## config.mk

```make
export PLATFORM = sky130hd
export DESIGN_NAME = bfss_core
export DESIGN_NICKNAME = d
export VERILOG_FILES = /design/src/design/bfss_pkg.sv /design/src/design/bfss_sync.sv /design/src/design/bfss_core.sv
export VERILOG_INCLUDE_DIRS = /design/src /design/src/design
export SDC_FILE = /design/constraint.sdc
export NUM_CORES = 1
export LEC_CHECK = 0
export BUFFER_PORTS_ARGS = -buffer_cell sky130_fd_sc_hd__buf_2
export CAP_MARGIN = 30
export CORE_MARGIN = 2
export CORE_UTILIZATION = 55
export DETAILED_ROUTE_END_ITERATION = 7
export GPL_ROUTABILITY_DRIVEN = 0
export PLACE_DENSITY = 0.76
export RECOVER_POWER = 100
export SKIP_LAST_GASP = 1
export SLEW_MARGIN = 20
export SYNTH_ARGS = -nofsm -noshare
export SYNTH_HDL_FRONTEND = slang
export SYNTH_SLANG_ARGS = --single-unit
```

## constraint.sdc

```tcl
create_clock -name i_ref_clk -period 2.79 [get_ports i_ref_clk]
set_input_delay 0 -clock i_ref_clk [delete_from_list [all_inputs] [get_ports i_ref_clk]]
set_output_delay 0 -clock i_ref_clk [all_outputs]
set_load 0.005 [all_outputs]
```

## src/design/bfss_regs.svh

```systemverilog
`ifndef BFSS_REGS_SVH
`define BFSS_REGS_SVH
// ------------------------------------------------------------
// Timing constants (10 MHz regulation clock, 100 ns period)
// ------------------------------------------------------------
`define BFSS_CLK_HZ          10000000
`define BFSS_MS_NS           1000000
`define BFSS_CLK_PERIOD_NS   100
// One millisecond in clock cycles
`define BFSS_MS_CYCLES       (`BFSS_MS_NS / `BFSS_CLK_PERIOD_NS)
// Debounce base 12.5 us = 12500 ns, least time rounds up
`define BFSS_DEB_BASE_NS     12500
`define BFSS_DEB_BASE_CYC    ((`BFSS_DEB_BASE_NS + `BFSS_CLK_PERIOD_NS - 1) / `BFSS_CLK_PERIOD_NS)
// Hiccup pause 200 ms
`define BFSS_HICCUP_MS       200
// Turn-on / turn-off delay field width (0..63 ms)
`define BFSS_DLY_W           6
// Soft-start durations in ms per setting
`define BFSS_SS_MS_0         8'h01
`define BFSS_SS_MS_1         8'h02
`define BFSS_SS_MS_2         8'h04
`define BFSS_SS_MS_3         8'h08
// Millisecond counter width
`define BFSS_MSCNT_W         14
// Delay counter width (ms units)
`define BFSS_DCNT_W          8
// Debounce counter width
`define BFSS_DEBCNT_W        12
// Number of monitor fault flags
`define BFSS_NMON            9
`endif

```

## src/design/bfss_pkg.sv

```systemverilog
package bfss_pkg;
  // ------------------------------------------------------------
  // Sequencer states
  // ------------------------------------------------------------
  typedef enum logic [3:0] {
    ST_OFF, ST_LDO, ST_SELF_TEST, ST_ON_DELAY, ST_SOFT_START, ST_RUN,
    ST_OFF_DELAY, ST_MON_FAULT, ST_HICCUP, ST_LATCH, ST_THERM_OFF
  } bfss_state_t;

  // ------------------------------------------------------------
  // Asynchronous comparator flags
  // ------------------------------------------------------------
  typedef struct packed {
    logic en_above_ldo;
    logic en_above_buck;
    logic input_lockout_ok;
    logic out_under;
    logic out_over;
    logic bandgap_mismatch;
    logic power_ground_over;
    logic power_ground_under;
    logic reset_pin_high;
    logic supply_over;
    logic supply_under;
    logic clock_fault;
    logic therm_monitor;
    logic therm_regulation;
    logic therm_cool;
    logic hs_oc;
    logic hs_oc_secondary;
    logic ls_oc;
    logic neg_oc;
  } bfss_flags_t;

  // ------------------------------------------------------------
  // Factory configuration
  // ------------------------------------------------------------
  typedef struct packed {
    logic [1:0] soft_start_sel;
    logic [5:0] on_delay_ms;
    logic [5:0] off_delay_ms;
    logic [1:0] debounce_sel;
    logic       hiccup_en;
  } bfss_cfg_t;
endpackage : bfss_pkg

```

## src/design/bfss_sync.sv

```systemverilog
`timescale 1ns/100ps
// Two-flop synchroniser bank for asynchronous comparator flags
module bfss_sync #(
  parameter int W = 1
) (
  input  wire logic         i_ref_clk,
  input  wire logic         i_sys_rst,
  input  wire logic [W-1:0] i_async,
  output logic      [W-1:0] o_sync
);
  logic [W-1:0] meta_reg;
  logic [W-1:0] meta_next;
  logic [W-1:0] sync_reg;
  logic [W-1:0] sync_next;

  // ------------------------------------------------------------
  // Next values; first stage feeds only the second
  // ------------------------------------------------------------
  always_comb begin
    meta_next = i_async;
    sync_next = meta_reg;
  end

  always_ff @(posedge i_ref_clk) begin
    if (i_sys_rst) begin
      meta_reg <= '0;
      sync_reg <= '0;
    end else begin
      meta_reg <= meta_next;
      sync_reg <= sync_next;
    end
  end

  assign o_sync = sync_reg;
endmodule : bfss_sync

```

## src/design/bfss_core.sv

```systemverilog
`timescale 1ns/100ps
`include "bfss_regs.svh"
// Overview of operation
// Soft-start ramp uses one of four durations after turn-on delay.
// After enable rises, wait programmable 0 to 63 ms before soft-start.
// Enable low drops power-good at once, regulation stops after off delay.
// Output undervoltage disables regulation and pulls power-good low.
// Output overvoltage disables regulation and pulls power-good low.
// Start-up needs input lockout released and enable above buck level.
// Enable low is off; LDO band runs rail; buck band starts sequence.
// Power-good is high only without monitor or regulation fault.
// Monitor faults act only after persisting for programmable debounce time.
// Bandgap mismatch raises a monitor fault.
// Power-ground over or under difference raises a monitor fault.
// Reset pin high during start-up drops power-good and abandons start.
// Supply over or under threshold raises a monitor fault.
// Clock frequency or stuck clock raises a monitor fault.
// Sequencer steps self test to run; faults go to monitor-fault state.
// Redundant sequencer copy must agree, else state-machine fault.
// Monitor thermal trip shuts output down until enable is toggled.
// Regulation thermal trip disables all until cool-down indication.
// Primary high-side overcurrent cuts high side for rest of cycle.
// Secondary high-side overcurrent latches buck off.
// Low-side overcurrent latches off; negative overcurrent cuts low side only.
// Hiccup response pauses fixed time, then retries until fault clears.
// Latch-off response stays off until enable toggles or power cycles.
// Comparator flags pass two flip-flops before any logic uses them.
module bfss_core #(
  parameter int HICCUP_MS = `BFSS_HICCUP_MS,
  parameter int MS_CYCLES = `BFSS_MS_CYCLES
) (
  input  wire logic                i_ref_clk,
  input  wire logic                i_sys_rst,
  input  wire bfss_pkg::bfss_flags_t i_flags,
  input  wire bfss_pkg::bfss_cfg_t   i_cfg,
  input  wire logic                i_cycle_start,
  output logic                     o_fault_power_good_n,
  output logic                     o_ldo_enable,
  output logic                     o_regulate,
  output logic                     o_soft_start,
  output logic                     o_monitor_enable,
  output logic                     o_high_side_off,
  output logic                     o_low_side_off,
  output logic                     o_state_machine_fault,
  output logic                     o_monitor_fault
);
  bfss_pkg::bfss_flags_t f;

  // ------------------------------------------------------------
  // Input synchronisation
  // ------------------------------------------------------------
  // Every comparator flag is async to the regulation clock
  bfss_sync #(.W($bits(bfss_pkg::bfss_flags_t))) u_sync (
    .i_ref_clk (i_ref_clk),
    .i_sys_rst (i_sys_rst),
    .i_async   (i_flags),
    .o_sync    (f)
  );

  // ------------------------------------------------------------
  // Millisecond tick
  // ------------------------------------------------------------
  logic [`BFSS_MSCNT_W-1:0] ms_cnt_reg;
  logic [`BFSS_MSCNT_W-1:0] ms_cnt_next;
  logic                     ms_tick;

  always_comb begin
    ms_tick     = (ms_cnt_reg == `BFSS_MSCNT_W'(MS_CYCLES - 1));
    ms_cnt_next = ms_tick ? '0 : ms_cnt_reg + 1'b1;
  end

  always_ff @(posedge i_ref_clk) begin
    if (i_sys_rst) ms_cnt_reg <= '0;
    else           ms_cnt_reg <= ms_cnt_next;
  end

  // ------------------------------------------------------------
  // Monitor fault debounce
  // ------------------------------------------------------------
  logic                       mon_raw;
  logic [`BFSS_DEBCNT_W-1:0]  deb_cnt_reg;
  logic [`BFSS_DEBCNT_W-1:0]  deb_cnt_next;
  logic [`BFSS_DEBCNT_W-1:0]  deb_limit;
  logic                       mon_flt_reg;
  logic                       mon_flt_next;
  logic                       sm_flt_reg;

  // Monitor sources; output window faults are not among them and act only in run, via the sequencer
  always_comb begin
    mon_raw = f.bandgap_mismatch
            | f.power_ground_over | f.power_ground_under
            | f.supply_over | f.supply_under
            | f.clock_fault
            | sm_flt_reg;
  end

  // Debounce is 12.5 us doubled per setting; a short glitch resets the count
  always_comb begin
    deb_limit    = `BFSS_DEBCNT_W'(`BFSS_DEB_BASE_CYC) << i_cfg.debounce_sel;
    deb_cnt_next = '0;
    mon_flt_next = 1'b0;
    if (mon_raw) begin
      if (deb_cnt_reg >= deb_limit - 1'b1) begin
        deb_cnt_next = deb_cnt_reg;
        mon_flt_next = 1'b1;
      end else begin
        deb_cnt_next = deb_cnt_reg + 1'b1;
      end
    end
  end

  always_ff @(posedge i_ref_clk) begin
    if (i_sys_rst) begin
      deb_cnt_reg <= '0;
      mon_flt_reg <= 1'b0;
    end else begin
      deb_cnt_reg <= deb_cnt_next;
      mon_flt_reg <= mon_flt_next;
    end
  end

  // ------------------------------------------------------------
  // Sequencer and its redundant copy
  // ------------------------------------------------------------
  bfss_pkg::bfss_state_t st_reg, st_next, shadow_reg;
  logic [`BFSS_DCNT_W-1:0] dcnt_reg;
  logic [`BFSS_DCNT_W-1:0] dcnt_next;
  logic [`BFSS_DCNT_W-1:0] ss_ms;
  logic                    en_seen_low_reg;
  logic                    en_seen_low_next;
  logic                    reg_fault;
  logic                    latch_fault;
  logic                    ms_load;

  // Soft-start duration from four factory settings
  always_comb begin
    case (i_cfg.soft_start_sel)
      2'h0:    ss_ms = `BFSS_SS_MS_0;
      2'h1:    ss_ms = `BFSS_SS_MS_1;
      2'h2:    ss_ms = `BFSS_SS_MS_2;
      default: ss_ms = `BFSS_SS_MS_3;
    endcase
  end

  // Regulation faults; hiccup-eligible vs always-latching
  always_comb begin
    reg_fault   = f.out_under | f.out_over;
    latch_fault = f.hs_oc_secondary | f.ls_oc;
  end

  always_comb begin
    st_next          = st_reg;
    dcnt_next        = dcnt_reg;
    en_seen_low_next = en_seen_low_reg;
    ms_load          = 1'b0;
    if (ms_tick && dcnt_reg != '0) dcnt_next = dcnt_reg - 1'b1;
    case (st_reg)
      bfss_pkg::ST_OFF: begin
        en_seen_low_next = 1'b1;
        if (f.en_above_ldo) st_next = bfss_pkg::ST_LDO;
      end
      bfss_pkg::ST_LDO: begin
        if (!f.en_above_ldo) st_next = bfss_pkg::ST_OFF;
        else if (f.en_above_buck && f.input_lockout_ok)
          st_next = bfss_pkg::ST_SELF_TEST;
      end
      bfss_pkg::ST_SELF_TEST: begin
        if (f.reset_pin_high) st_next = bfss_pkg::ST_MON_FAULT;
        else if (mon_flt_reg) st_next = bfss_pkg::ST_MON_FAULT;
        else begin
          st_next   = bfss_pkg::ST_ON_DELAY;
          dcnt_next = `BFSS_DCNT_W'(i_cfg.on_delay_ms);
        end
      end
      bfss_pkg::ST_ON_DELAY: begin
        if (!f.en_above_buck) st_next = bfss_pkg::ST_LDO;
        else if (f.reset_pin_high) st_next = bfss_pkg::ST_MON_FAULT;
        else if (dcnt_reg == '0) begin
          st_next   = bfss_pkg::ST_SOFT_START;
          dcnt_next = ss_ms;
        end
      end
      bfss_pkg::ST_SOFT_START: begin
        if (!f.en_above_buck) st_next = bfss_pkg::ST_LDO;
        else if (latch_fault) st_next = bfss_pkg::ST_LATCH;
        else if (dcnt_reg == '0) st_next = bfss_pkg::ST_RUN;
      end
      bfss_pkg::ST_RUN: begin
        if (!f.en_above_buck) begin
          st_next   = bfss_pkg::ST_OFF_DELAY;
          dcnt_next = `BFSS_DCNT_W'(i_cfg.off_delay_ms);
        end else if (latch_fault || f.therm_monitor)
          st_next = bfss_pkg::ST_LATCH;
        else if (reg_fault) begin
          if (i_cfg.hiccup_en) begin
            st_next   = bfss_pkg::ST_HICCUP;
            ms_load   = 1'b1;
          end else st_next = bfss_pkg::ST_LATCH;
        end else if (mon_flt_reg) st_next = bfss_pkg::ST_MON_FAULT;
      end
      bfss_pkg::ST_OFF_DELAY: begin
        if (dcnt_reg == '0) st_next = bfss_pkg::ST_LDO;
      end
      bfss_pkg::ST_MON_FAULT: begin
        if (!f.en_above_buck) st_next = bfss_pkg::ST_LDO;
      end
      bfss_pkg::ST_HICCUP: begin
        if (!f.en_above_buck) st_next = bfss_pkg::ST_LDO;
        else if (dcnt_reg == '0) st_next = bfss_pkg::ST_SELF_TEST;
      end
      bfss_pkg::ST_LATCH: begin
        en_seen_low_next = 1'b0;
        if (!f.en_above_buck) st_next = bfss_pkg::ST_LDO;
      end
      bfss_pkg::ST_THERM_OFF: begin
        if (f.therm_cool) st_next = bfss_pkg::ST_OFF;
      end
      default: st_next = bfss_pkg::ST_OFF;
    endcase
    if (ms_load) dcnt_next = `BFSS_DCNT_W'(HICCUP_MS);
    // Top-level overrides: enable off wins outside off delay and thermal off; regulation thermal trip always wins
    if (!f.en_above_ldo && st_reg != bfss_pkg::ST_THERM_OFF
        && st_reg != bfss_pkg::ST_OFF_DELAY)
      st_next = bfss_pkg::ST_OFF;
    if (f.therm_regulation) st_next = bfss_pkg::ST_THERM_OFF;
  end

  // Redundant copy loads the same next state on the same edge
  always_ff @(posedge i_ref_clk) begin
    if (i_sys_rst) begin
      st_reg          <= bfss_pkg::ST_OFF;
      shadow_reg      <= bfss_pkg::ST_OFF;
      dcnt_reg        <= '0;
      en_seen_low_reg <= 1'b0;
    end else begin
      st_reg          <= st_next;
      shadow_reg      <= st_next;
      dcnt_reg        <= dcnt_next;
      en_seen_low_reg <= en_seen_low_next;
    end
  end

  logic sm_flt_next;

  // Any disagreement between the two copies is a state-machine fault
  always_comb begin
    sm_flt_next = (st_reg != shadow_reg);
  end

  always_ff @(posedge i_ref_clk) begin
    if (i_sys_rst) sm_flt_reg <= 1'b0;
    else           sm_flt_reg <= sm_flt_next;
  end

  // ------------------------------------------------------------
  // Switch controls and registered outputs
  // ------------------------------------------------------------
  logic hs_off_reg;
  logic hs_off_next;
  logic pg_n_reg;
  logic pg_n_next;
  logic reg_on;
  logic ldo_next;
  logic ss_next;
  logic mon_en_next;
  logic ls_off_next;

  // High side stays off from trip until the next switching cycle
  always_comb begin
    if (f.hs_oc)             hs_off_next = 1'b1;
    else if (i_cycle_start)  hs_off_next = 1'b0;
    else                     hs_off_next = hs_off_reg;
  end

  // Power-good only in run with no fault present; the flop holds the pin level itself
  always_comb begin
    reg_on      = (st_next == bfss_pkg::ST_SOFT_START) || (st_next == bfss_pkg::ST_RUN)
                || (st_next == bfss_pkg::ST_OFF_DELAY);
    pg_n_next   = (st_next == bfss_pkg::ST_RUN) && !mon_flt_reg && f.en_above_buck;
    ldo_next    = (st_next != bfss_pkg::ST_OFF) && (st_next != bfss_pkg::ST_THERM_OFF);
    ss_next     = (st_next == bfss_pkg::ST_SOFT_START);
    mon_en_next = (st_next != bfss_pkg::ST_THERM_OFF);
    ls_off_next = f.neg_oc || !reg_on;
  end

  always_ff @(posedge i_ref_clk) begin
    if (i_sys_rst) begin
      hs_off_reg            <= 1'b1;
      pg_n_reg              <= 1'b0;
      o_regulate            <= 1'b0;
      o_ldo_enable          <= 1'b0;
      o_soft_start          <= 1'b0;
      o_monitor_enable      <= 1'b0;
      o_low_side_off        <= 1'b1;
      o_state_machine_fault <= 1'b0;
      o_monitor_fault       <= 1'b0;
    end else begin
      hs_off_reg            <= hs_off_next;
      pg_n_reg              <= pg_n_next;
      o_regulate            <= reg_on;
      o_ldo_enable          <= ldo_next;
      o_soft_start          <= ss_next;
      o_monitor_enable      <= mon_en_next;
      o_low_side_off        <= ls_off_next;
      o_state_machine_fault <= sm_flt_reg;
      o_monitor_fault       <= mon_flt_reg;
    end
  end

  assign o_fault_power_good_n = pg_n_reg;
  assign o_high_side_off      = hs_off_reg;
endmodule : bfss_core

```

==> flow_metrics.env, run 1 <==
export IMPL_outcome="complete, but fails checks"
export IMPL_violations="max-capacitance violations, max-slew violations"
export IMPL_worst_setup_path_start_kind="register"
export IMPL_grt_overflow_total=0
export IMPL_reg2reg_from="shadow_reg[0]"
export IMPL_dp_hpwl_mm=5.74
export IMPL_power_share_clock_pct=33.7
export IMPL_drv_slew=44
export IMPL_worst_pin_slew_ns=1.76
export IMPL_tritoncts="built"
export IMPL_min_path_cells=4
export IMPL_hp_start="i_cfg[7]"
export IMPL_vias_per_cell=5.39
export IMPL_dr_pass1_iters=5
export IMPL_rsz0062_at_grt="no"
export IMPL_max_freq_ghz=0.385
export IMPL_cts_clk_slew_worst_paths_ns=0.08
export IMPL_synthCells=445
export IMPL_fin_setup_tns_ns=0
export IMPL_p_sw_uw=548
export IMPL_grt_max_degree=44
export IMPL_ant_nets=0
export IMPL_cts_root_buf="clkbuf_8"
export IMPL_cp_arrival_ns=2.86
export IMPL_ys_ff_latch=85
export IMPL_avgSynthCellArea_um2=8.93
export IMPL_fillCellCount=602
export IMPL_grt_util_all_layers_pct=21.8
export IMPL_min_period_over_period_pct=93.1
export IMPL_hold_viol_final=0
export IMPL_diodes=0
export IMPL_cp_end_kind="register"
export IMPL_start_util_pct=57.6
export IMPL_maxCapViolations=1
export IMPL_comb_power_share_pct=9.2
export IMPL_die_area_mm2=0.00792
export IMPL_relSlewSlack_pct=-17.5
export IMPL_synth_seq_area_share_pct=42.8
export IMPL_crit_fanout=11
export IMPL_cts_max_level=3
export IMPL_cts_setup_buffers=0
export IMPL_ys_types=72
export IMPL_core_mm2=0.00691
export IMPL_cts_buffers=9
export IMPL_cts_sinks=85
export IMPL_place_area_mm2=0.00427
export IMPL_hold_path_class="primary input to register"
export IMPL_die_w_um=89.0
export IMPL_final_util_pct=67.8
export IMPL_r2r_setup_slack_ns=0.19
export IMPL_setup_violations_final=0
export IMPL_top_layer="met4"
export IMPL_rr_worst_depth=6
export IMPL_worstPathRequired_ns=3.05
export IMPL_synth_area_mm2=0.00398
export IMPL_p_int_uw=1680
export IMPL_dp_slack_ns=0.372
export IMPL_power_leakage_uw=0.00186
export IMPL_power_frac_seq_pct=57.1
export IMPL_syn_nets=500
export IMPL_routed_wl_met3_um=406
export IMPL_whs_endpoint="dcnt_reg[4]"
export IMPL_synthArstFlopShare_pct=0
export IMPL_skew_ns=0.0105
export IMPL_ys_flop_type="dfxtp_1"
export IMPL_numPortBuffers=46
export IMPL_m1WireLength_mm=3.63
export IMPL_row_count=30
export IMPL_synth_edf_count=0
export IMPL_synth_warnings=0
export IMPL_vdd_drop_max_mv=0.289
export IMPL_drt_initial_drc_count=324
export IMPL_via_count=3322
export IMPL_post_route_worst_setup_slack_ns=0.192
export IMPL_grt_antenna_before_repair=0
export IMPL_die_y_um=89.0
export IMPL_final_nets=570
export IMPL_worstPathCellList="nor2b_1 > nand2_1 > nor2_1 > a22oi_1 > dlygate4sd3_1 > a31oi_1"
export IMPL_wl_per_cell_um=13.2
export IMPL_totalWireLength_mm=8.14
export IMPL_first_global_vias=3110
export IMPL_area_delta_synth_final_pct=17.8
export IMPL_cts_resized=0
export IMPL_grt_pass1_wl_mm=13.4
export IMPL_final_area_mm2=0.00468
export IMPL_dr_wl_met2_mm=3.93
export IMPL_min_period_ns=2.60
export IMPL_reg2reg_to="dcnt_reg[3]"
export IMPL_swShare_pct=24.6
export IMPL_slowest_delay_ns=0.60
export IMPL_startpoint="shadow_reg[0]"
export IMPL_pin_count=48
export IMPL_drt_drc_violations_left=0
export IMPL_clockBufferDepth=2
export IMPL_criticalPathCategory="register to register"
export IMPL_clock_latency_ns=0.35
export IMPL_powerDensity_mw_per_mm2=476
export IMPL_crit_path_top_delay_cell="dlygate4sd3_1"
export IMPL_drive_gt1_share_pct=13.5
cell families (layout without fill, tap and decap cells):
family	count (synthesis)	after routing	synth area share (%)
buffers and inverters	39	114	4.09
xor gates and xnor gates	18	18	3.97
adders and majority gates	16	16	5.04
other	1	1	0.0943
and+or+nand+nor	195	195	27.8
AOI/OAI and AO/OA	91	91	16.2
DFF	85	85	42.8
Yosys cell counts, drive strengths merged, types with 3 or more instances:
library cell | count | area, um2
or3 | 6 | 37.5
buf | 8 | 46.3
xnor2 | 12 | 105
nor3b | 3 | 27.5
xor2 | 6 | 52.6
nand2 | 25 | 93.8
nand2b | 10 | 62.6
o21a | 7 | 52.6
nor3 | 11 | 65.1
o21ai | 14 | 70.1
a21oi | 24 | 124
a31oi | 5 | 31.3
ha | 16 | 200
and3 | 10 | 62.6
nand3 | 10 | 50.1
o31ai | 4 | 30.0
or4 | 6 | 52.6
nand4 | 4 | 25.0
inv | 19 | 71.3
a2111oi | 5 | 50.0
and2 | 3 | 18.8
a21o | 4 | 30.0
nor2 | 47 | 184
nor2b | 44 | 275
nor4 | 5 | 52.6
clkbuf | 12 | 45.0
dfxtp | 85 | 1700
a22oi | 3 | 22.5
power groups by stage:
| stage | clock network (uW) | logic (uW) | registers, uW |
|---|---|---|---|
| detailed placement | 0 | 178 | 1300 |
| global route | 834 | 230 | 1280 |
| CTS | 775 | 207 | 1270 |
| floorplan | 0 | 130 | 1290 |
| finish | 751 | 205 | 1270 |
| global placement | 0 | 174 | 1300 |
worst max-delay path: cells and delay by family, from the launching register on:
family | cells | cell delay (ns)
AND/OR/NAND/NOR | 3 | 1.04
buffers and inverters | 1 | 0.60
flip-flops | 1 | 0.57
AO/OA/AOI/OAI | 2 | 0.30
how the worst max path moves through the flow:
stage                                      end  slack (ns)  depth (start not counted)
final                              dcnt_reg[3]        0.19                          6
after global routing      o_fault_power_good_n        0.07                          8
after CTS                          dcnt_reg[3]        0.29                          6
after detailed placement  o_fault_power_good_n        0.37                          8
after global placement             dcnt_reg[3]        0.41                          6
after floorplan                 deb_cnt_reg[8]        0.50                          8
layer usage:
| layer | up-vias | track usage (%) |
|---|---|---|
| met5 | - | 0 |
| met4 | 0 | 9.50 |
| met3 | 20 | 4.16 |
| met2 | 113 | 38.1 |
| met1 | 1486 | 26.2 |
| li1 | 1703 | - |
per-stage QoR:
| step | hold WS (ns) | std cells | power (uW) |
|---|---|---|---|
| after global routing | 0.0122 | 616 | 2340 |
| after global placement | 0.188 | 572 | 1470 |
| after floorplan | 0.100 | 445 | 1420 |
| after detailed placement | 0.196 | 572 | 1480 |
| after CTS | 0.00393 | 616 | 2260 |
| final | 0.0168 | 616 | 2230 |
timing repair:
action | 4_1_cts | 5_1_grt
hold buffers | 28 | 0
setup endpoints to repair | 0 | 0
hold endpoints to repair | 24 | 0
area by class of cell:
cell class	instances	area, um2	area share (%)
Inverter	19	71.3	1.52
Tap cell	96	120	2.56
Sequential cell	85	1700	36.3
Clock inverter	5	36.3	0.775
Clock buffer	11	131	2.80
Multi-Input combinational cell	321	2090	44.6
Timing Repair Buffer	79	536	11.4
layout by cell type, fill, tap and decap left out, types with 3 or more instances in the layout:
master,Yosys,routed
dfxtp_1,85,85
nor2_1,46,46
nor2b_1,44,44
buf_2,4,42
dlygate4sd3_1,0,28
nand2_1,25,25
a21oi_1,23,24
inv_1,18,18
ha_1,16,16
xnor2_1,12,12
o21ai_0,9,11
and3_1,10,10
nand2b_1,10,10
nand3_1,10,10
nor3_1,9,9
clkbuf_8,0,9
clkbuf_1,12,8
o21a_1,7,7
xor2_1,6,6
or3_1,6,6
a31oi_1,5,5
or4_1,4,5
nand4_1,4,4
a21o_1,4,4
a2111oi_0,4,4
o31ai_1,4,4
nor4_1,3,4
and2_1,3,3
a22oi_1,3,3
o21ai_1,5,3
clkinvlp_4,0,3
buf_4,1,3
Note: power is estimated with default switching activity, not from simulation.
==> inputs of run 2 (changes only) <==
--- a/config.mk
+++ b/config.mk
@@ -14,5 +14,4 @@
 export GPL_ROUTABILITY_DRIVEN = 0
 export PLACE_DENSITY = 0.76
-export RECOVER_POWER = 100
 export SKIP_LAST_GASP = 1
 export SLEW_MARGIN = 20
==> constraint.sdc (replaced) <==
create_clock -name i_ref_clk -period 2.79 [get_ports i_ref_clk]
set_input_delay 0.558 -clock i_ref_clk [delete_from_list [all_inputs] [get_ports i_ref_clk]]
set_output_delay 0.558 -clock i_ref_clk [all_outputs]
set_load 0.005 [all_outputs]
==> run 2 against run 1 <==
The run now ends clean. Sequential power about the same. Cell count down 3.6%. Sequential share of layout area up 1.1 points. Worst setup slack better by 0.018 ns. Critical path type unchanged. Largest power group unchanged.
==> flow_metrics.env, run 2 (same netlist as run 1, synthesis figures left out) <==
export IMPL_holdWs_ns=0.378
export IMPL_worst_pin_slew_ns=0.606
export IMPL_min_path_cells=2
export IMPL_diodes=0
export IMPL_reg2reg_from="dcnt_reg[3]"
export IMPL_vdd_drop_max_mv=0.430
export IMPL_swShare_pct=24.0
export IMPL_powerDensity_mw_per_mm2=537
export IMPL_dp_hpwl_mm=5.81
export IMPL_rsz0062_at_grt="no"
export IMPL_power_share_clock_pct=40.2
export IMPL_cts_clk_slew_worst_paths_ns=0.09
export IMPL_cts_sinks=85
export IMPL_drt_drc_violations_left=0
export IMPL_total_power_uw=2440
export IMPL_cts_buffers=9
export IMPL_die_w_um=89.0
export IMPL_final_cell_mix="85 x dfxtp_1, 46 x nor2_1, 46 x buf_2"
export IMPL_first_global_vias=3020
export IMPL_criticalPathCategory="register to register"
export IMPL_drive_gt1_share_pct=17.7
export IMPL_max_freq_ghz=0.388
export IMPL_cts_root_buf="clkbuf_8"
export IMPL_cp_arrival_ns=2.83
export IMPL_drt_initial_drc_count=279
export IMPL_start_util_pct=57.6
export IMPL_maxCapViolations=0
export IMPL_die_area_mm2=0.00792
export IMPL_pin_count=48
export IMPL_clockBufferDepth=2
export IMPL_whs_endpoint="o_high_side_off"
export IMPL_tritoncts="built"
export IMPL_worst_setup_path_start_kind="register"
export IMPL_core_mm2=0.00691
export IMPL_hp_start="i_cycle_start"
export IMPL_row_count=30
export IMPL_totalWireLength_mm=7.85
export IMPL_r2r_setup_slack_ns=0.21
export IMPL_hold_path_class="primary input to register"
export IMPL_comb_power_share_pct=7.7
export IMPL_ant_nets=0
export IMPL_reg2reg_to="o_fault_power_good_n"
export IMPL_p_int_uw=1850
export IMPL_cts_setup_buffers=0
export IMPL_outcome="complete, no violations"
export IMPL_drv_slew=0
export IMPL_power_frac_seq_pct=52.1
export IMPL_grt_util_all_layers_pct=21.0
export IMPL_final_nets=548
export IMPL_min_period_ns=2.58
export IMPL_final_util_pct=65.8
export IMPL_skew_ns=0.00772
export IMPL_crit_fanout=9
export IMPL_hold_viol_final=0
export IMPL_cts_resized=0
export IMPL_rr_worst_depth=7
export IMPL_setup_violations_final=0
export IMPL_wl_per_cell_um=13.2
export IMPL_p_sw_uw=584
export IMPL_die_y_um=89.0
export IMPL_power_leakage_uw=0.00183
export IMPL_via_count=3278
export IMPL_numPortBuffers=46
export IMPL_postCtsHoldBufs=0
export IMPL_cts_max_level=3
export IMPL_relSlewSlack_pct=58.5
export IMPL_grt_max_degree=44
export IMPL_grt_overflow_total=0
export IMPL_worstPathRequired_ns=3.04
export IMPL_dr_pass1_iters=4
export IMPL_cp_end_kind="register"
export IMPL_grt_antenna_before_repair=0
export IMPL_grt_pass1_wl_mm=13.1
export IMPL_area_delta_synth_final_pct=14.4
export IMPL_vias_per_cell=5.52
export IMPL_layout_commonest_cell="dfxtp_1"
export IMPL_min_period_over_period_pct=92.5
export IMPL_clock_latency_ns=0.35
## run 2: cell types whose count changed in the layout (fill, tap and decap cells not counted), sizes merged
cell         before  now
clkbuf           17    9
inv              20   22
clkinvlp          3    1
dlygate4sd3      28    0
bufinv            0    2
buf              45   57
## run 2: worst max-delay path by stage
stage	startpoint	endpoint	slack (ns)
floorplan	i_cfg[2]	deb_cnt_reg[8]	0.13
global placement	i_cfg[2]	deb_cnt_reg[8]	0.03
detailed placement	i_cfg[2]	deb_cnt_reg[6]	-0.07
CTS	dcnt_reg[3]	o_fault_power_good_n	0.26
global route	i_cfg[2]	deb_cnt_reg[6]	0.05
finish	dcnt_reg[3]	o_fault_power_good_n	0.21
## run 2: worst max-delay path: stages (launching register included)
cell       delay (ns)
dfxtp_1          0.37
or4_1            0.77
nor3_2           0.23
o221ai_1         0.15
a2111oi_0        0.52
or4_4            0.25
nand2b_1         0.14
nor3_2           0.05
## run 2: through the flow
stage | setup TNS [ns] | worst slack [ns] | area, um2 | instances
floorplan | 0 | 0.133 | 3980 | 445
global placement | 0 | 0.0304 | 4320 | 578
detailed placement | -0.209 | -0.0741 | 4320 | 578
CTS | 0 | 0.265 | 4550 | 594
global route | 0 | 0.0455 | 4550 | 594
finish | 0 | 0.210 | 4550 | 594
## run 2: power groups by stage
stage / Combinational [uW] / Clock [uW] / Sequential (uW)
4_1_cts: 188 / 1000 / 1270
5_1_grt: 212 / 1050 / 1280
6_report: 188 / 980 / 1270
2_1_floorplan: 130 / 0 / 1290
3_5_place_dp: 187 / 0 / 1300
3_3_place_gp: 181 / 0 / 1300
## run 2: layout make-up
class,instances,area [um2]
inverters,19,71.3
well taps,96,120
flip-flops and latches,85,1700
repair buffers,57,313
multi-input cells,321,2110
clock buffers,9,124
clock inverters,7,105
fillers,595,2360
## run 2: layer usage
metal | wire, um | share of wire (%) | GRT usage (%) | vias up
met2 | 3580 | 46 | 35.2 | 117
met1 | 3640 | 46 | 26.3 | 1480
met5 | 0 | 0 | 0 | -
met4 | 143 | 1.8 | 8.68 | 0
met3 | 481 | 6.1 | 4.25 | 20
li1 | - | - | - | 1661
